File: config.mk
export PLATFORM = sky130hd
export DESIGN_NAME = osr_seq
export DESIGN_NICKNAME = d
export VERILOG_FILES = /design/src/hdl/osr_pkg.sv /design/src/hdl/osr_byte_mem.sv /design/src/hdl/osr_seq.sv
export VERILOG_INCLUDE_DIRS = /design/src /design/src/hdl
export SDC_FILE = /design/constraint.sdc
export NUM_CORES = 2
export LEC_CHECK = 0
export ABC_AREA = 0
export BUFFER_PORTS_ARGS = -buffer_cell sky130_fd_sc_hd__buf_4
export CAP_MARGIN = 5
export CORE_MARGIN = 2
export CORE_UTILIZATION = 40
export DETAILED_ROUTE_END_ITERATION = 16
export PLACE_DENSITY = 0.62
export SLEW_MARGIN = 20
export SYNTH_ARGS = -nofsm -noshare
export SYNTH_HDL_FRONTEND = slang
export SYNTH_HIERARCHICAL = 1
export SYNTH_SLANG_ARGS = --single-unit
File: constraint.sdc
create_clock -name clock -period 6.35 [get_ports clock]
set_clock_uncertainty 0.05 [all_clocks]
set_input_delay 1.27 -clock clock [delete_from_list [all_inputs] [get_ports clock]]
set_output_delay 1.27 -clock clock [all_outputs]
set_load 0.02 [all_outputs]
File: src/hdl/osr_defs.svh
/*
 Constants for the OTP and suspend/resume sequencer: opcodes, OTP geometry,
 flag status bit positions and timing counts.
 Assumes a 100 MHz system clock and inclusion by its bare name.
*/
// Overview of operation
// - resume is one opcode framed by chip select low, executed when chip select rises
// - accepted resume sets write-in-progress and clears the controller-ready flag bit
// - resume is ignored when nothing is suspended
// - a resumed operation finishing sets the controller-ready flag bit again
// - program suspended: reads of the suspended page are flagged indeterminate
// - erase suspended: program and read allowed outside the suspended sector
// - subsector erase suspended: whole containing sector reads indeterminate
// - program to an erase-suspended sector is rejected, flag bit 4 set, latch kept
// - erase resume does not re-evaluate volatile lock bits
// - OTP read samples address on rising edges, drives data on falling edges
// - OTP read address increments per byte and sticks at location 0x40
// - chip select high ends an OTP read at any time
// - OTP program ignored with no flags unless write-enable latch is set
// - frame not ending on a byte boundary is skipped, no flags, latch kept
// - OTP program takes at most 65 data bytes, later bytes discarded
// - OTP program is self-timed from chip select rise, write-in-progress held
// - OTP program end clears write-enable latch and write-in-progress
// - OTP program timeout clears the latch and sets the program-fail flag
// - completion is seen as flag status bit 7 reading 1
// - lock byte bit 0 defaults to 1, once programmed to 0 stays 0
// - locked OTP ignores program, keeps latch, sets flag bits 1 and 4
// - program suspend sets flag bit 2, erase suspend sets flag bit 6
// - one nesting level: erase then program suspended, resumed in reverse order
`ifndef OSR_DEFS_SVH
`define OSR_DEFS_SVH

// ----------------------------------------
// opcodes
// ----------------------------------------
`define OSR_OP_RESUME        8'h7A
`define OSR_OP_OTP_READ      8'h4B
`define OSR_OP_OTP_PROG      8'h42

// ----------------------------------------
// OTP geometry
// ----------------------------------------
`define OSR_OTP_LAST         7'h40
`define OSR_OTP_MAX_BYTES    7'h41
`define OSR_OTP_DEPTH        65
`define OSR_OTP_ERASED       8'hFF
`define OSR_LOCK_BIT         0

// ----------------------------------------
// flag status bit positions and address split
// ----------------------------------------
`define OSR_FSR_READY        7
`define OSR_FSR_ERS_SUSP     6
`define OSR_FSR_PROG_FAIL    4
`define OSR_FSR_PRG_SUSP     2
`define OSR_FSR_PROT         1
`define OSR_PAGE_LSB         8
`define OSR_SECTOR_LSB       16

// ----------------------------------------
// timing
// ----------------------------------------
`define OSR_CLK_PERIOD_NS    10
`define OSR_DUMMY_CYCLES     8
`define OSR_OTP_PROG_TIME_US 2000
`define OSR_OTP_PROG_CYCLES  ((`OSR_OTP_PROG_TIME_US * 1000) / `OSR_CLK_PERIOD_NS)

`endif

File: src/hdl/osr_pkg.sv
/*
 Types for the OTP and suspend/resume sequencer.
 Assumes nothing beyond a SystemVerilog compiler.
*/
package osr_pkg;

   // serial frame decoder states
   typedef enum logic [5:0] {
      FR_OPCODE = 6'b000001,
      FR_ADDR   = 6'b000010,
      FR_DUMMY  = 6'b000100,
      FR_RDATA  = 6'b001000,
      FR_WDATA  = 6'b010000,
      FR_SKIP   = 6'b100000
   } osr_frame_t;

   // OTP program engine states
   typedef enum logic [3:0] {
      EN_IDLE  = 4'b0001,
      EN_FETCH = 4'b0010,
      EN_WRITE = 4'b0100,
      EN_WAIT  = 4'b1000
   } osr_eng_t;

   // array operation currently running
   typedef enum logic [2:0] {
      RUN_NONE  = 3'b001,
      RUN_PROG  = 3'b010,
      RUN_ERASE = 3'b100
   } osr_run_t;

endpackage : osr_pkg

File: src/hdl/osr_byte_mem.sv
/*
 Small byte memory with one write port and a registered read port.
 Assumes a single clock; reset fills every location with the erased value.
*/
`timescale 1ns/1ps
`default_nettype none
`include "osr_defs.svh"

module osr_byte_mem #(
   parameter int unsigned DEPTH = `OSR_OTP_DEPTH,
   parameter int unsigned AW    = 7
) (
   input  wire logic          clock,
   input  wire logic          rst_n,
   input  wire logic          we,
   input  wire logic [AW-1:0] waddr,
   input  wire logic [7:0]    wdata,
   input  wire logic [AW-1:0] raddr,
   output logic      [7:0]    rdata_q
);

   logic [7:0] mem_q [DEPTH];

   // --------------------------------
   // storage
   // --------------------------------
   // erased state is all ones; a write stores wdata as given, so it can set bits as well as clear them
   always_ff @(posedge clock) begin
      if (!rst_n) begin
         for (int i = 0; i < DEPTH; i++) begin
            mem_q[i] <= `OSR_OTP_ERASED;
         end
      end else if (we) begin
         mem_q[waddr] <= wdata;
      end
   end

   // registered read, one cycle behind the address
   always_ff @(posedge clock) begin
      if (!rst_n) begin
         rdata_q <= 8'h00;
      end else begin
         rdata_q <= mem_q[raddr];
      end
   end

endmodule : osr_byte_mem
`default_nettype wire

File: src/hdl/osr_seq.sv
/*
 Serial flash sequencer for program/erase resume and the OTP area:
 frame decoder on the serial pins, OTP read and program, suspend bookkeeping
 and the status/flag status bits it owns.
 Assumes the serial pins are asynchronous and the serial clock is far slower
 than the system clock; array start/done/suspend events come from logic on
 the same clock.
*/
`timescale 1ns/1ps
`default_nettype none
`include "osr_defs.svh"

module osr_seq #(
   parameter int unsigned OTP_PROG_CYCLES = `OSR_OTP_PROG_CYCLES,
   parameter int unsigned DUMMY_CYCLES    = `OSR_DUMMY_CYCLES
) (
   input  wire logic        clock,
   input  wire logic        rst_n,
   input  wire logic        cs_n_pin,
   input  wire logic        sclk_pin,
   input  wire logic        serial_input_line,
   output logic             serial_output_line,
   output logic             serial_output_oe_n,
   input  wire logic        addr_4byte,
   input  wire logic        wel_set,
   input  wire logic        fsr_clear,
   input  wire logic        array_prog_start,
   input  wire logic        array_erase_start,
   input  wire logic        array_done,
   input  wire logic        suspend_req,
   input  wire logic [31:0] array_addr,
   input  wire logic [31:0] access_addr,
   input  wire logic        prog_cmd_req,
   input  wire logic        otp_prog_timeout,
   output logic             wel,
   output logic             wip,
   output logic [7:0]       flag_status,
   output logic             read_indeterminate,
   output logic             program_allowed,
   output logic             resume_program,
   output logic             resume_erase,
   output logic             otp_locked
);

   // clamp a received address into the OTP window
   function automatic logic [6:0] otp_loc(input logic [31:0] a);
      otp_loc = (a > 32'(`OSR_OTP_LAST)) ? `OSR_OTP_LAST : a[6:0];
   endfunction : otp_loc

   // --------------------------------
   // pin synchronisers and edge detect
   // --------------------------------
   logic [1:0] cs_sync_q;
   logic [1:0] ck_sync_q;
   logic [1:0] di_sync_q;
   logic       ck_prev_q;
   logic       cs_prev_q;
   logic       cs_high;
   logic       sck_rise;
   logic       sck_fall;
   logic       cs_rise;
   logic       din;

   // all three pins share the same delay so data stays aligned to the clock edge
   always_ff @(posedge clock) begin
      if (!rst_n) begin
         cs_sync_q <= 2'h3;
         ck_sync_q <= 2'h0;
         di_sync_q <= 2'h0;
         ck_prev_q <= 1'b0;
         cs_prev_q <= 1'b1;
      end else begin
         cs_sync_q <= {cs_sync_q[0], cs_n_pin};
         ck_sync_q <= {ck_sync_q[0], sclk_pin};
         di_sync_q <= {di_sync_q[0], serial_input_line};
         ck_prev_q <= ck_sync_q[1];
         cs_prev_q <= cs_sync_q[1];
      end
   end

   assign cs_high  = cs_sync_q[1];
   assign sck_rise = ~cs_high & ck_sync_q[1] & ~ck_prev_q;
   assign sck_fall = ~cs_high & ~ck_sync_q[1] & ck_prev_q;
   assign cs_rise  = cs_high & ~cs_prev_q;
   assign din      = di_sync_q[1];

   // --------------------------------
   // frame decoder
   // --------------------------------
   osr_pkg::osr_frame_t frame_q;
   osr_pkg::osr_eng_t   eng_q;
   osr_pkg::osr_run_t   run_q;
   logic [7:0]  shift_q;
   logic [2:0]  bit_cnt_q;
   logic [7:0]  opcode_q;
   logic [31:0] addr_q;
   logic [6:0]  cnt_q;
   logic [6:0]  base_q;
   logic [6:0]  rd_addr_q;
   logic [2:0]  out_bit_q;
   logic        got_byte_q;
   logic [7:0]  byte_in;
   logic        byte_done;
   logic [31:0] addr_full;
   logic        stage_we;
   logic [7:0]  otp_rdata;
   logic [7:0]  stage_rdata;

   assign byte_in   = {shift_q[6:0], din};
   assign byte_done = sck_rise && (bit_cnt_q == 3'h7);
   assign addr_full = {addr_q[23:0], byte_in};
   // bytes past the 65th or past the lock byte are dropped
   assign stage_we  = (frame_q == osr_pkg::FR_WDATA) && byte_done &&
                      (cnt_q < `OSR_OTP_MAX_BYTES) &&
                      (7'(base_q + cnt_q) <= `OSR_OTP_LAST);

   // chip select high parks the decoder; the frame's result is judged on that same edge
   always_ff @(posedge clock) begin
      if (!rst_n || cs_high) begin
         frame_q            <= osr_pkg::FR_OPCODE;
         shift_q            <= 8'h00;
         bit_cnt_q          <= 3'h0;
         opcode_q           <= 8'h00;
         addr_q             <= 32'h0000_0000;
         cnt_q              <= 7'h00;
         base_q             <= 7'h00;
         rd_addr_q          <= 7'h00;
         out_bit_q          <= 3'h0;
         got_byte_q         <= 1'b0;
         serial_output_line <= 1'b0;
         serial_output_oe_n <= 1'b1;
      end else begin
         if (sck_rise) begin
            shift_q   <= byte_in;
            bit_cnt_q <= bit_cnt_q + 3'h1;
         end
         case (frame_q)
            osr_pkg::FR_OPCODE: begin
               if (byte_done) begin
                  opcode_q <= byte_in;
                  cnt_q    <= 7'h00;
                  if (byte_in == `OSR_OP_OTP_READ || byte_in == `OSR_OP_OTP_PROG) begin
                     frame_q <= osr_pkg::FR_ADDR;
                  end else begin
                     frame_q <= osr_pkg::FR_SKIP;
                  end
               end
            end
            osr_pkg::FR_ADDR: begin
               if (byte_done) begin
                  addr_q <= addr_full;
                  if (cnt_q == (addr_4byte ? 7'h03 : 7'h02)) begin
                     cnt_q     <= 7'h00;
                     rd_addr_q <= otp_loc(addr_full);
                     base_q    <= otp_loc(addr_full);
                     frame_q   <= (opcode_q == `OSR_OP_OTP_READ) ? osr_pkg::FR_DUMMY
                                                                 : osr_pkg::FR_WDATA;
                  end else begin
                     cnt_q <= cnt_q + 7'h01;
                  end
               end
            end
            osr_pkg::FR_DUMMY: begin
               if (sck_rise) begin
                  cnt_q <= cnt_q + 7'h01;
                  if (cnt_q == 7'(DUMMY_CYCLES - 1)) begin
                     frame_q <= osr_pkg::FR_RDATA;
                  end
               end
            end
            osr_pkg::FR_RDATA: begin
               // memory read data settles long before the next falling edge
               if (sck_fall) begin
                  serial_output_line <= otp_rdata[3'h7 - out_bit_q];
                  serial_output_oe_n <= 1'b0;
                  out_bit_q          <= out_bit_q + 3'h1;
                  if (out_bit_q == 3'h7 && rd_addr_q != `OSR_OTP_LAST) begin
                     rd_addr_q <= rd_addr_q + 7'h01;
                  end
               end
            end
            osr_pkg::FR_WDATA: begin
               if (byte_done) begin
                  got_byte_q <= 1'b1;
                  if (stage_we) begin
                     cnt_q <= cnt_q + 7'h01;
                  end
               end
            end
            osr_pkg::FR_SKIP: begin
               cnt_q <= cnt_q;  // opcode not handled here, wait for chip select
            end
            default: begin
               frame_q <= osr_pkg::FR_OPCODE;
            end
         endcase
      end
   end

   // --------------------------------
   // frame results on chip select rise
   // --------------------------------
   logic wel_q;
   logic wip_q;
   logic ready_q;
   logic prg_susp_q;
   logic ers_susp_q;
   logic prog_fail_q;
   logic prot_q;
   logic lock_q;
   logic frame_whole;
   logic resume_cmd;
   logic otp_cmd;
   logic otp_go;
   logic otp_lock_rej;
   logic otp_done;
   logic otp_abort;

   assign frame_whole  = cs_rise && (bit_cnt_q == 3'h0);
   assign resume_cmd   = frame_whole && (frame_q == osr_pkg::FR_SKIP) &&
                         (opcode_q == `OSR_OP_RESUME);
   // a command arriving while another write is in progress is dropped quietly
   assign otp_cmd      = frame_whole && (frame_q == osr_pkg::FR_WDATA) && got_byte_q &&
                         wel_q && !wip_q && (eng_q == osr_pkg::EN_IDLE);
   assign otp_go       = otp_cmd && lock_q;
   assign otp_lock_rej = otp_cmd && !lock_q;

   // --------------------------------
   // OTP program engine
   // --------------------------------
   logic [6:0]  idx_q;
   logic [6:0]  count_q;
   logic [6:0]  prog_base_q;
   logic [31:0] timer_q;
   logic [6:0]  tgt;
   logic [7:0]  prog_byte;

   assign tgt       = 7'(prog_base_q + idx_q);
   assign prog_byte = otp_rdata & stage_rdata;  // cells only go from 1 to 0
   assign otp_done  = (eng_q == osr_pkg::EN_WAIT) && (timer_q == 32'h0000_0000);
   assign otp_abort = otp_prog_timeout && (eng_q != osr_pkg::EN_IDLE);

   // two cycles per byte; the timer covers the whole duration from the start
   always_ff @(posedge clock) begin
      if (!rst_n) begin
         eng_q       <= osr_pkg::EN_IDLE;
         idx_q       <= 7'h00;
         count_q     <= 7'h00;
         prog_base_q <= 7'h00;
         timer_q     <= 32'h0000_0000;
         lock_q      <= 1'b1;
      end else begin
         if (timer_q != 32'h0000_0000) begin
            timer_q <= timer_q - 32'h0000_0001;
         end
         case (eng_q)
            osr_pkg::EN_IDLE: begin
               if (otp_go) begin
                  eng_q       <= osr_pkg::EN_FETCH;
                  idx_q       <= 7'h00;
                  count_q     <= cnt_q;
                  prog_base_q <= base_q;
                  timer_q     <= OTP_PROG_CYCLES;
               end
            end
            osr_pkg::EN_FETCH: begin
               eng_q <= osr_pkg::EN_WRITE;
            end
            osr_pkg::EN_WRITE: begin
               idx_q <= idx_q + 7'h01;
               if (tgt == `OSR_OTP_LAST) begin
                  lock_q <= lock_q & prog_byte[`OSR_LOCK_BIT];
               end
               eng_q <= (7'(idx_q + 7'h01) == count_q) ? osr_pkg::EN_WAIT : osr_pkg::EN_FETCH;
            end
            osr_pkg::EN_WAIT: begin
               if (timer_q == 32'h0000_0000) begin
                  eng_q <= osr_pkg::EN_IDLE;
               end
            end
            default: begin
               eng_q <= osr_pkg::EN_IDLE;
            end
         endcase
         if (otp_abort) begin
            eng_q <= osr_pkg::EN_IDLE;
         end
      end
   end

   // OTP array and the staging buffer that holds bytes until the frame is whole
   osr_byte_mem #(.DEPTH(`OSR_OTP_DEPTH), .AW(7)) u_otp (
      .clock   (clock),
      .rst_n   (rst_n),
      .we      (eng_q == osr_pkg::EN_WRITE),
      .waddr   (tgt),
      .wdata   (prog_byte),
      .raddr   ((eng_q != osr_pkg::EN_IDLE) ? tgt : rd_addr_q),
      .rdata_q (otp_rdata)
   );

   osr_byte_mem #(.DEPTH(`OSR_OTP_DEPTH), .AW(7)) u_stage (
      .clock   (clock),
      .rst_n   (rst_n),
      .we      (stage_we),
      .waddr   (cnt_q),
      .wdata   (byte_in),
      .raddr   (idx_q),
      .rdata_q (stage_rdata)
   );

   // --------------------------------
   // suspend bookkeeping and status bits
   // --------------------------------
   logic [31:0] run_addr_q;
   logic [31:0] prg_addr_q;
   logic [31:0] ers_addr_q;
   logic        ers_hit;
   logic        prg_hit;

   assign ers_hit = ers_susp_q &&
                    (access_addr[31:`OSR_SECTOR_LSB] == ers_addr_q[31:`OSR_SECTOR_LSB]);
   assign prg_hit = prg_susp_q &&
                    (access_addr[31:`OSR_PAGE_LSB] == prg_addr_q[31:`OSR_PAGE_LSB]);

   // later assignments win, so every set below overrides the clear above it
   always_ff @(posedge clock) begin
      if (!rst_n) begin
         wel_q          <= 1'b0;
         wip_q          <= 1'b0;
         ready_q        <= 1'b1;
         prg_susp_q     <= 1'b0;
         ers_susp_q     <= 1'b0;
         prog_fail_q    <= 1'b0;
         prot_q         <= 1'b0;
         run_q          <= osr_pkg::RUN_NONE;
         run_addr_q     <= 32'h0000_0000;
         prg_addr_q     <= 32'h0000_0000;
         ers_addr_q     <= 32'h0000_0000;
         resume_program <= 1'b0;
         resume_erase   <= 1'b0;
      end else begin
         resume_program <= 1'b0;
         resume_erase   <= 1'b0;
         if (fsr_clear) begin
            prog_fail_q <= 1'b0;
            prot_q      <= 1'b0;
         end
         if (wel_set) begin
            wel_q <= 1'b1;
         end
         if (array_prog_start || array_erase_start) begin
            run_q      <= array_prog_start ? osr_pkg::RUN_PROG : osr_pkg::RUN_ERASE;
            run_addr_q <= array_addr;
            wip_q      <= 1'b1;
            ready_q    <= 1'b0;
         end
         if (array_done && run_q != osr_pkg::RUN_NONE) begin
            run_q   <= osr_pkg::RUN_NONE;
            wip_q   <= 1'b0;
            wel_q   <= 1'b0;
            ready_q <= 1'b1;
         end
         if (suspend_req && run_q == osr_pkg::RUN_PROG && !prg_susp_q) begin
            prg_susp_q <= 1'b1;
            prg_addr_q <= run_addr_q;
            run_q      <= osr_pkg::RUN_NONE;
            wip_q      <= 1'b0;
            ready_q    <= 1'b1;
         end
         if (suspend_req && run_q == osr_pkg::RUN_ERASE && !ers_susp_q) begin
            ers_susp_q <= 1'b1;
            ers_addr_q <= run_addr_q;
            run_q      <= osr_pkg::RUN_NONE;
            wip_q      <= 1'b0;
            ready_q    <= 1'b1;
         end
         // the nested program comes back first, the erase beneath it second
         if (resume_cmd && run_q == osr_pkg::RUN_NONE && (prg_susp_q || ers_susp_q)) begin
            wip_q   <= 1'b1;
            ready_q <= 1'b0;
            if (prg_susp_q) begin
               prg_susp_q     <= 1'b0;
               run_q          <= osr_pkg::RUN_PROG;
               run_addr_q     <= prg_addr_q;
               resume_program <= 1'b1;
            end else begin
               ers_susp_q     <= 1'b0;
               run_q          <= osr_pkg::RUN_ERASE;
               run_addr_q     <= ers_addr_q;
               resume_erase   <= 1'b1;
            end
         end
         if (prog_cmd_req && ers_hit) begin
            prog_fail_q <= 1'b1;
         end
         if (otp_go) begin
            wip_q   <= 1'b1;
            ready_q <= 1'b0;
         end
         if (otp_lock_rej) begin
            prot_q      <= 1'b1;
            prog_fail_q <= 1'b1;
         end
         if (otp_done || otp_abort) begin
            wip_q   <= 1'b0;
            wel_q   <= 1'b0;
            ready_q <= 1'b1;
         end
         if (otp_abort) begin
            prog_fail_q <= 1'b1;
         end
      end
   end

   // --------------------------------
   // outputs
   // --------------------------------
   assign wel                = wel_q;
   assign wip                = wip_q;
   assign otp_locked         = ~lock_q;
   assign read_indeterminate = prg_hit | ers_hit;
   assign program_allowed    = ~ers_hit;

   always_comb begin
      flag_status                     = 8'h00;
      flag_status[`OSR_FSR_READY]     = ready_q;
      flag_status[`OSR_FSR_ERS_SUSP]  = ers_susp_q;
      flag_status[`OSR_FSR_PROG_FAIL] = prog_fail_q;
      flag_status[`OSR_FSR_PRG_SUSP]  = prg_susp_q;
      flag_status[`OSR_FSR_PROT]      = prot_q;
   end

endmodule : osr_seq
`default_nettype wire

* Yosys cells after proc, flatten, opt, wreduce, memory -nomap -nowiden
Memories as Yosys holds them, arrays and structs flattened. A register that Yosys moved wholly into a read port is not among the register bits. Index checks and enable logic that the tools add are counted. W data, S select, Z words.
Storage, ports and cells: register bits 249, RAM bits 1040, input port bits 78, output and inout bits 17, word-level logic and storage cells 257, memories kept 2
Memory list:
- u_otp.mem_q | depth 65, bits a word 8, rd ports 1, clocked after memory_dff 1, wr ports 65, RTL line osr_byte_mem.sv:22 | logic [7:0] mem_q [DEPTH];
- u_stage.mem_q | depth 65, bits a word 8, rd ports 1, clocked after memory_dff 1, wr ports 65, RTL line osr_byte_mem.sv:22
Operators by class: $add $sub $neg 9, order comparisons 4, equality and inequality tests 39, multiplexer cells 82, bitwise logic cells 16, reduce and logical (&&, ||, !) cells 69
Operators with widths (number):
- $mux W32 | 6
- $mux W7 | 15
- $mux W1 | 36
- $mux W6 | 6
- $eq A8 B7 Y1 const B | 4
- $gt A32 B7 Y1 const B | 1
- $logic_not A32 Y1 | 1
- $reduce_bool A32 Y1 | 1
- $sub A32 B1 Y32 const B | 1
- $pmux W7 S2 | 2
- $pmux W7 S4 | 1
- $logic_and A1 B1 Y1 | 27
- $eq A24 B24 Y1 | 1
- $pmux W6 S4 | 1
- $add A7 B1 Y7 const B | 3
- $mux W3 | 7
- $ne A2 B2 Y1 const B | 10
- $reduce_and A2 Y1 | 9
- $eq A16 B16 Y1 | 1
- $mux W8 | 2
- $pmux W4 S4 | 1
- $reduce_or A8 Y1 | 2
- $add A7 B7 Y7 | 2
- $mux W4 | 3
- other kinds (44) | 76

* Longest topological paths before layout
depth after elaboration 12, depth in mapped cells 17, mapped depth without buffers 16

* By module
Netlist, hierarchy kept.
By module, submodules not included:
- osr_byte_mem | times used 2, cells an instance 2665, area an instance 44322.5 µm², seq. area each 30909.6 µm²
- osr_seq | times used 1, cells an instance 1309, area an instance 10909.2 µm², seq. area each 4504.3 µm²

* Least setup slack after synthesis
No wires, ideal clock.
path kind flip-flop to flip-flop, start register cnt_q[0], end memory u_stage.mem_q[0][0], enable pin, setup time 0.384 ns, arrival 3.616 ns, required time 5.916 ns, path slack 2.300 ns, cell stages (with the launch flop) 14, path buffers 3, period minus slack after synthesis 4.050 ns, path through dfxtp_1 ha_1 fa_1 a21o_1 a2111oi_0 nor3_1 nor3_1 o211a_1 and2_1 clkbuf_1 nand3b_1 clkbuf_1 clkbuf_1 o21ai_0
RTL lines:
- start, declared | RTL line osr_seq.sv:97 | logic [6:0] cnt_q;
- start signal, assigned | RTL line osr_seq.sv:159 | cnt_q <= cnt_q + 7'h01;
- start signal, assigned | RTL line osr_seq.sv:165 | cnt_q <= cnt_q + 7'h01;
- start signal, assigned | RTL line osr_seq.sv:186 | cnt_q <= cnt_q + 7'h01;
- end, declared | RTL line osr_byte_mem.sv:22

==> results by stage <==
Die:
- After floorplanning, the core was sized to cover 0.2480 sq mm.
- The starting density of the core is 40.15%.
- The die footprint is 0.2529 sq mm.
- The width of the chip is 502.9 um.
- The floorplan has 183 rows.
- The height of the die is 502.9 um.
- During I/O placement, the number of pins put on the boundary was 95.

Cells and area:
- Summing all flip-flop and latch instances after layout gives 0.06637 sq mm.
- The number of nets in the finished design is 6685.
- The library cells used most frequently in the layout, excluding fill and tap cells, are 2048 x sky130_fd_sc_hd__edfxtp_1, 988 x sky130_fd_sc_hd__or3_1, 425 x sky130_fd_sc_hd__mux2i_1, 392 x sky130_fd_sc_hd__mux4_2, 316 x sky130_fd_sc_hd__buf_4.
- Leaving out fill and tap cells, the most frequent cell in the layout is sky130_fd_sc_hd__edfxtp_1.
- Of the cells placed in the final design, the portion with a size suffix greater than 1 is 18.54%.
- The area occupied by multi-input gates is 0.03043 sq mm.
- The area added between synthesis and finish is 12.24%.
- After filler insertion, the fill cell instance count of the layout stands at 21460.
- The post-route core utilization is 45.06%.

Clock tree:
- The clock transition at the register clock pins on the worst setup and hold paths after CTS is 0.06 ns.
- The master cell of the clock root buffer is sky130_fd_sc_hd__clkbuf_16.
- No sink is reached through more buffers than the 3 on the longest clock path.
- The latest clock arrival within the worst-skew pair is 0.90 ns.
- TritonCTS created 233 clock buffers.
- The TritonCTS sink count is 2289.
- TritonCTS built the clock tree.
- The number of buffers added for setup after CTS is 0.
- The number of hold buffers added after CTS was 0.
- The H-tree was split into 4 levels.
- The number of gates resized after CTS was 0.

STA:
- Headroom to the max-slew limit came out at 25.85%.
- The final setup violation count is 0.
- The shortest period the worst path allows is 4.967 ns.
- Setup repair after global routing left no endpoint under its margin.
- At the pin with the least slew margin, the transition time is 1.111 ns.
- The final-report hold violation count is 0.
- For the final routed database, the setup TNS stands at 0 ns.
- The number of pins exceeding their max-slew limit in the final report is 0.
- Across all hold checks on the routed design, the worst slack comes to 0.3687 ns.
- The final critical path takes up 78.21% of the cycle.
- Based on the critical path, the design can be clocked at up to 201.3 MHz.

Pwr:
- The reported leakage power is 32.64 nW.
- The internal power summed over all cells is 25.15 mW.
- The share of total power dissipated in the clock network is 43.7%.
- The proportion of total power due to net switching is 21.53%.
- For this design the ratio of total power to cell area is 286.8 mW/mm^2.
- The net switching component of the power is 6.899 mW.
- The fraction of power consumed by combinational cells is 4.0%.
- Across the VDD grid, the largest voltage drop is 0.0003688 V.
- The share of total power dissipated in sequential elements is 52.3%.

Drt:
- The highest metal layer carrying signal wires in the routed design is met5.
- After detailed routing, the number of vias per cell comes to 5.744.
- The post-detailed-routing wire length is 255400 um.
- Before antenna repair, the detailed router went through 5 iterations.
- The final antenna-violating net count is 0.
- For this block, wires on met1 add up to 107200 um.
- After detailed routing, the number of remaining DRC violations is 0.
- The length of routed met3 wiring is 15970 um.
- The number of vias in the routed layout is 58130.
- After detailed routing, the average wire length per cell comes to 25.24 um.
- The total length of routed met2 wires is 125700 um.
- After the first detailed-routing iteration, the DRC count stood at 5570.

Synthesis:
- The post-synthesis cell type count is 75.
- Ranked by total cell area, the synthesized netlist is headed by sky130_fd_sc_hd__edfxtp_1 62%, sky130_fd_sc_hd__mux4_2 8.9%, sky130_fd_sc_hd__or3_1 6.2%.
- Of all flip-flops after synthesis, the portion carrying an async set or reset was 0%.
- The post-synthesis instance area is 0.09955 sq mm.
- Yosys printed 6 warnings.
- The sequential share of the synthesized area is 66.62%.
- Counting flops with a built-in enable in the synthesized netlist gives 2048.
- After synthesis, the mean cell area works out to 15.00 sq um.
- Synthesis inferred 2289 register bits.
- The biggest area contributor in the post-synthesis netlist is sky130_fd_sc_hd__edfxtp_1.
- The synthesized design devotes to its leading area cell type 61.77% of total area.
- The instance count of the mapped netlist is 6639.
- The top flip-flop cell by instance count after synthesis is sky130_fd_sc_hd__edfxtp_1.

Setup path:
- The standard cell with the maximum stage delay on the critical path is sky130_fd_sc_hd__o21ai_0.
- The startpoint kind of the worst setup timing path is a flip-flop.
- STA puts the critical path data arrival time at 5.51 ns.
- The startpoint-to-endpoint class of the critical path is reg2reg.
- The signal on the critical path passes through buf_4 -> ha_1 -> fa_1 -> a21o_1 -> a2111oi_0 -> nor3_1 -> nor3_1 -> o211a_1 -> nand2_1 -> or2_2 -> buf_4 -> o21ai_0 -> buf_4.
- The nature of the critical path endpoint is a flip-flop.
- The cell family contributing the most delay on the critical path is compound AO/OA/AOI/OAI gates.
- The largest incremental delay on the critical path is 0.75 ns.
- STA puts the critical path data required time at 6.90 ns.
- Of all nets on the critical path, the largest fanout is 25.
- The number of buffers and inverters on the critical path is 3.
- The cell repeated most along the worst path is sky130_fd_sc_hd__buf_4.

GRT:
- The pin count of the biggest net entering global routing is 108.
- Global routing used 19.97% of the available tracks.
- The via count of the first global-routing pass is 58490.
- The first-pass GRT wire length is 380700 um.
- Summed over all layers, the global routing overflow is 0.
- The initial antenna violation count is 6.

Run status:
- The flow ran to the end, and the final reports show no timing, DRC or antenna violations.

Place:
- The HPWL after detailed placement is 156000 um.
- During placement, the flow inserted port buffers numbering 75.
- The placer congestion estimate is 0.8566.

Worst hold path:
- The class of the tightest hold or removal check is reg2reg.

Job:
- The max-cap check violation count is 0.
==> flip-flops by register name, summed over array words and instances (netlist names), 8 cells and up <==
name and count:
u_otp/mem_q 1024, u_stage/mem_q 1024, timer_q 32, opcode_q 8, prg_addr_q 24, u_otp/rdata_q 8
u_stage/rdata_q 8, run_addr_q 24, addr_q 24, ers_addr_q 24
==> power groups by stage <==
stage	Clock, mW	Sequential [mW]	Combinational [mW]
after CTS	14.3	16.8	1.29
after floorplan	0	17.0	0.878
after global placement	0	17.1	1.25
after global routing	14.9	16.8	1.41
after detailed placement	0	17.1	1.28
final	14.0	16.8	1.28
==> per-layer routing <==
| metal | vias up | track usage (%) |
|---|---|---|
| met1 | 30100 | 27.16 |
| met3 | 368 | 2.942 |
| li1 | 25720 | - |
| met2 | 1941 | 33.33 |
| met4 | 4 | 5.642 |
| met5 | - | 0 |
==> cells by family after synthesis <==
group / count (synthesis) / synth area share (%)
other cells: 1 / 0.003767
mux: 853 / 13.55
simple gates: 2043 / 11.39
xor+xnor: 93 / 0.8182
buf+inv: 657 / 2.984
compound gates: 678 / 4.306
fa+ha+maj: 25 / 0.3293
flops: 2289 / 66.62
==> Yosys cell counts (46+ instances only) <==
cell	n
sky130_fd_sc_hd__nand2_1	241
sky130_fd_sc_hd__edfxtp_1	2048
sky130_fd_sc_hd__nor2b_1	83
sky130_fd_sc_hd__mux4_2	392
sky130_fd_sc_hd__nor2_1	309
sky130_fd_sc_hd__mux2i_1	425
sky130_fd_sc_hd__or3_1	988
sky130_fd_sc_hd__clkbuf_1	452
sky130_fd_sc_hd__xor2_1	55
sky130_fd_sc_hd__nor3_1	46
sky130_fd_sc_hd__a22oi_1	150
sky130_fd_sc_hd__dfxtp_1	241
sky130_fd_sc_hd__a21oi_1	195
sky130_fd_sc_hd__buf_2	60
sky130_fd_sc_hd__nand3_1	120
sky130_fd_sc_hd__or2_2	63
sky130_fd_sc_hd__o21ai_0	159
sky130_fd_sc_hd__buf_4	82
==> path summary, 6_finish.rpt <==
| check | slack, ns | depth (start not counted) | to | startpoint |
|---|---|---|---|---|
| max | 1.38 | 13 | u_stage/mem_q[31][6]$_SDFFCE_PN1P_ | cnt_q[0]$_SDFFE_PP0P_ |
| min | 0.37 | 1 | cs_sync_q[1]$_SDFF_PN1_ | cs_sync_q[0]$_SDFF_PN1_ |
| max reg2reg | 1.38 | 13 | u_stage/mem_q[31][6]$_SDFFCE_PN1P_ | cnt_q[0]$_SDFFE_PP0P_ |
| min reg2reg | 0.37 | 1 | cs_sync_q[1]$_SDFF_PN1_ | cs_sync_q[0]$_SDFF_PN1_ |
==> per-stage QoR <==
step           std cells  worst slack (ns)  cell area [sq um]  total power, mW
2_1_floorplan       6641             2.300              99560            17.91
3_3_place_gp        9677             1.410             103800            18.31
3_5_place_dp        9677             1.400             103800            18.36
4_1_cts            10120             1.387             111700            32.32
5_1_grt            10120             1.093             111700            33.08
6_report           10120             1.383             111700            32.05
==> final cells by class <==
type | count | area share [%]
flip-flops and latches | 2289 | 59.40
diodes | 3 | 0.006718
clock inverters | 140 | 1.469
clock buffers | 299 | 5.602
multi-input cells | 3695 | 27.23
inverters | 27 | 0.09070
well taps | 3330 | 3.729
repair buffers | 336 | 2.473
==> worst register-to-register path: stages, from the launching register on <==
cell	delay, ns
sky130_fd_sc_hd__dfxtp_1	0.29
sky130_fd_sc_hd__buf_4	0.19
sky130_fd_sc_hd__ha_1	0.24
sky130_fd_sc_hd__fa_1	0.43
sky130_fd_sc_hd__a21o_1	0.22
sky130_fd_sc_hd__a2111oi_0	0.45
sky130_fd_sc_hd__nor3_1	0.13
sky130_fd_sc_hd__nor3_1	0.24
sky130_fd_sc_hd__o211a_1	0.30
sky130_fd_sc_hd__nand2_1	0.18
sky130_fd_sc_hd__or2_2	0.56
sky130_fd_sc_hd__buf_4	0.34
sky130_fd_sc_hd__o21ai_0	0.78
sky130_fd_sc_hd__buf_4	0.27
No activity file was read; power rests on OpenSTA's default activity.
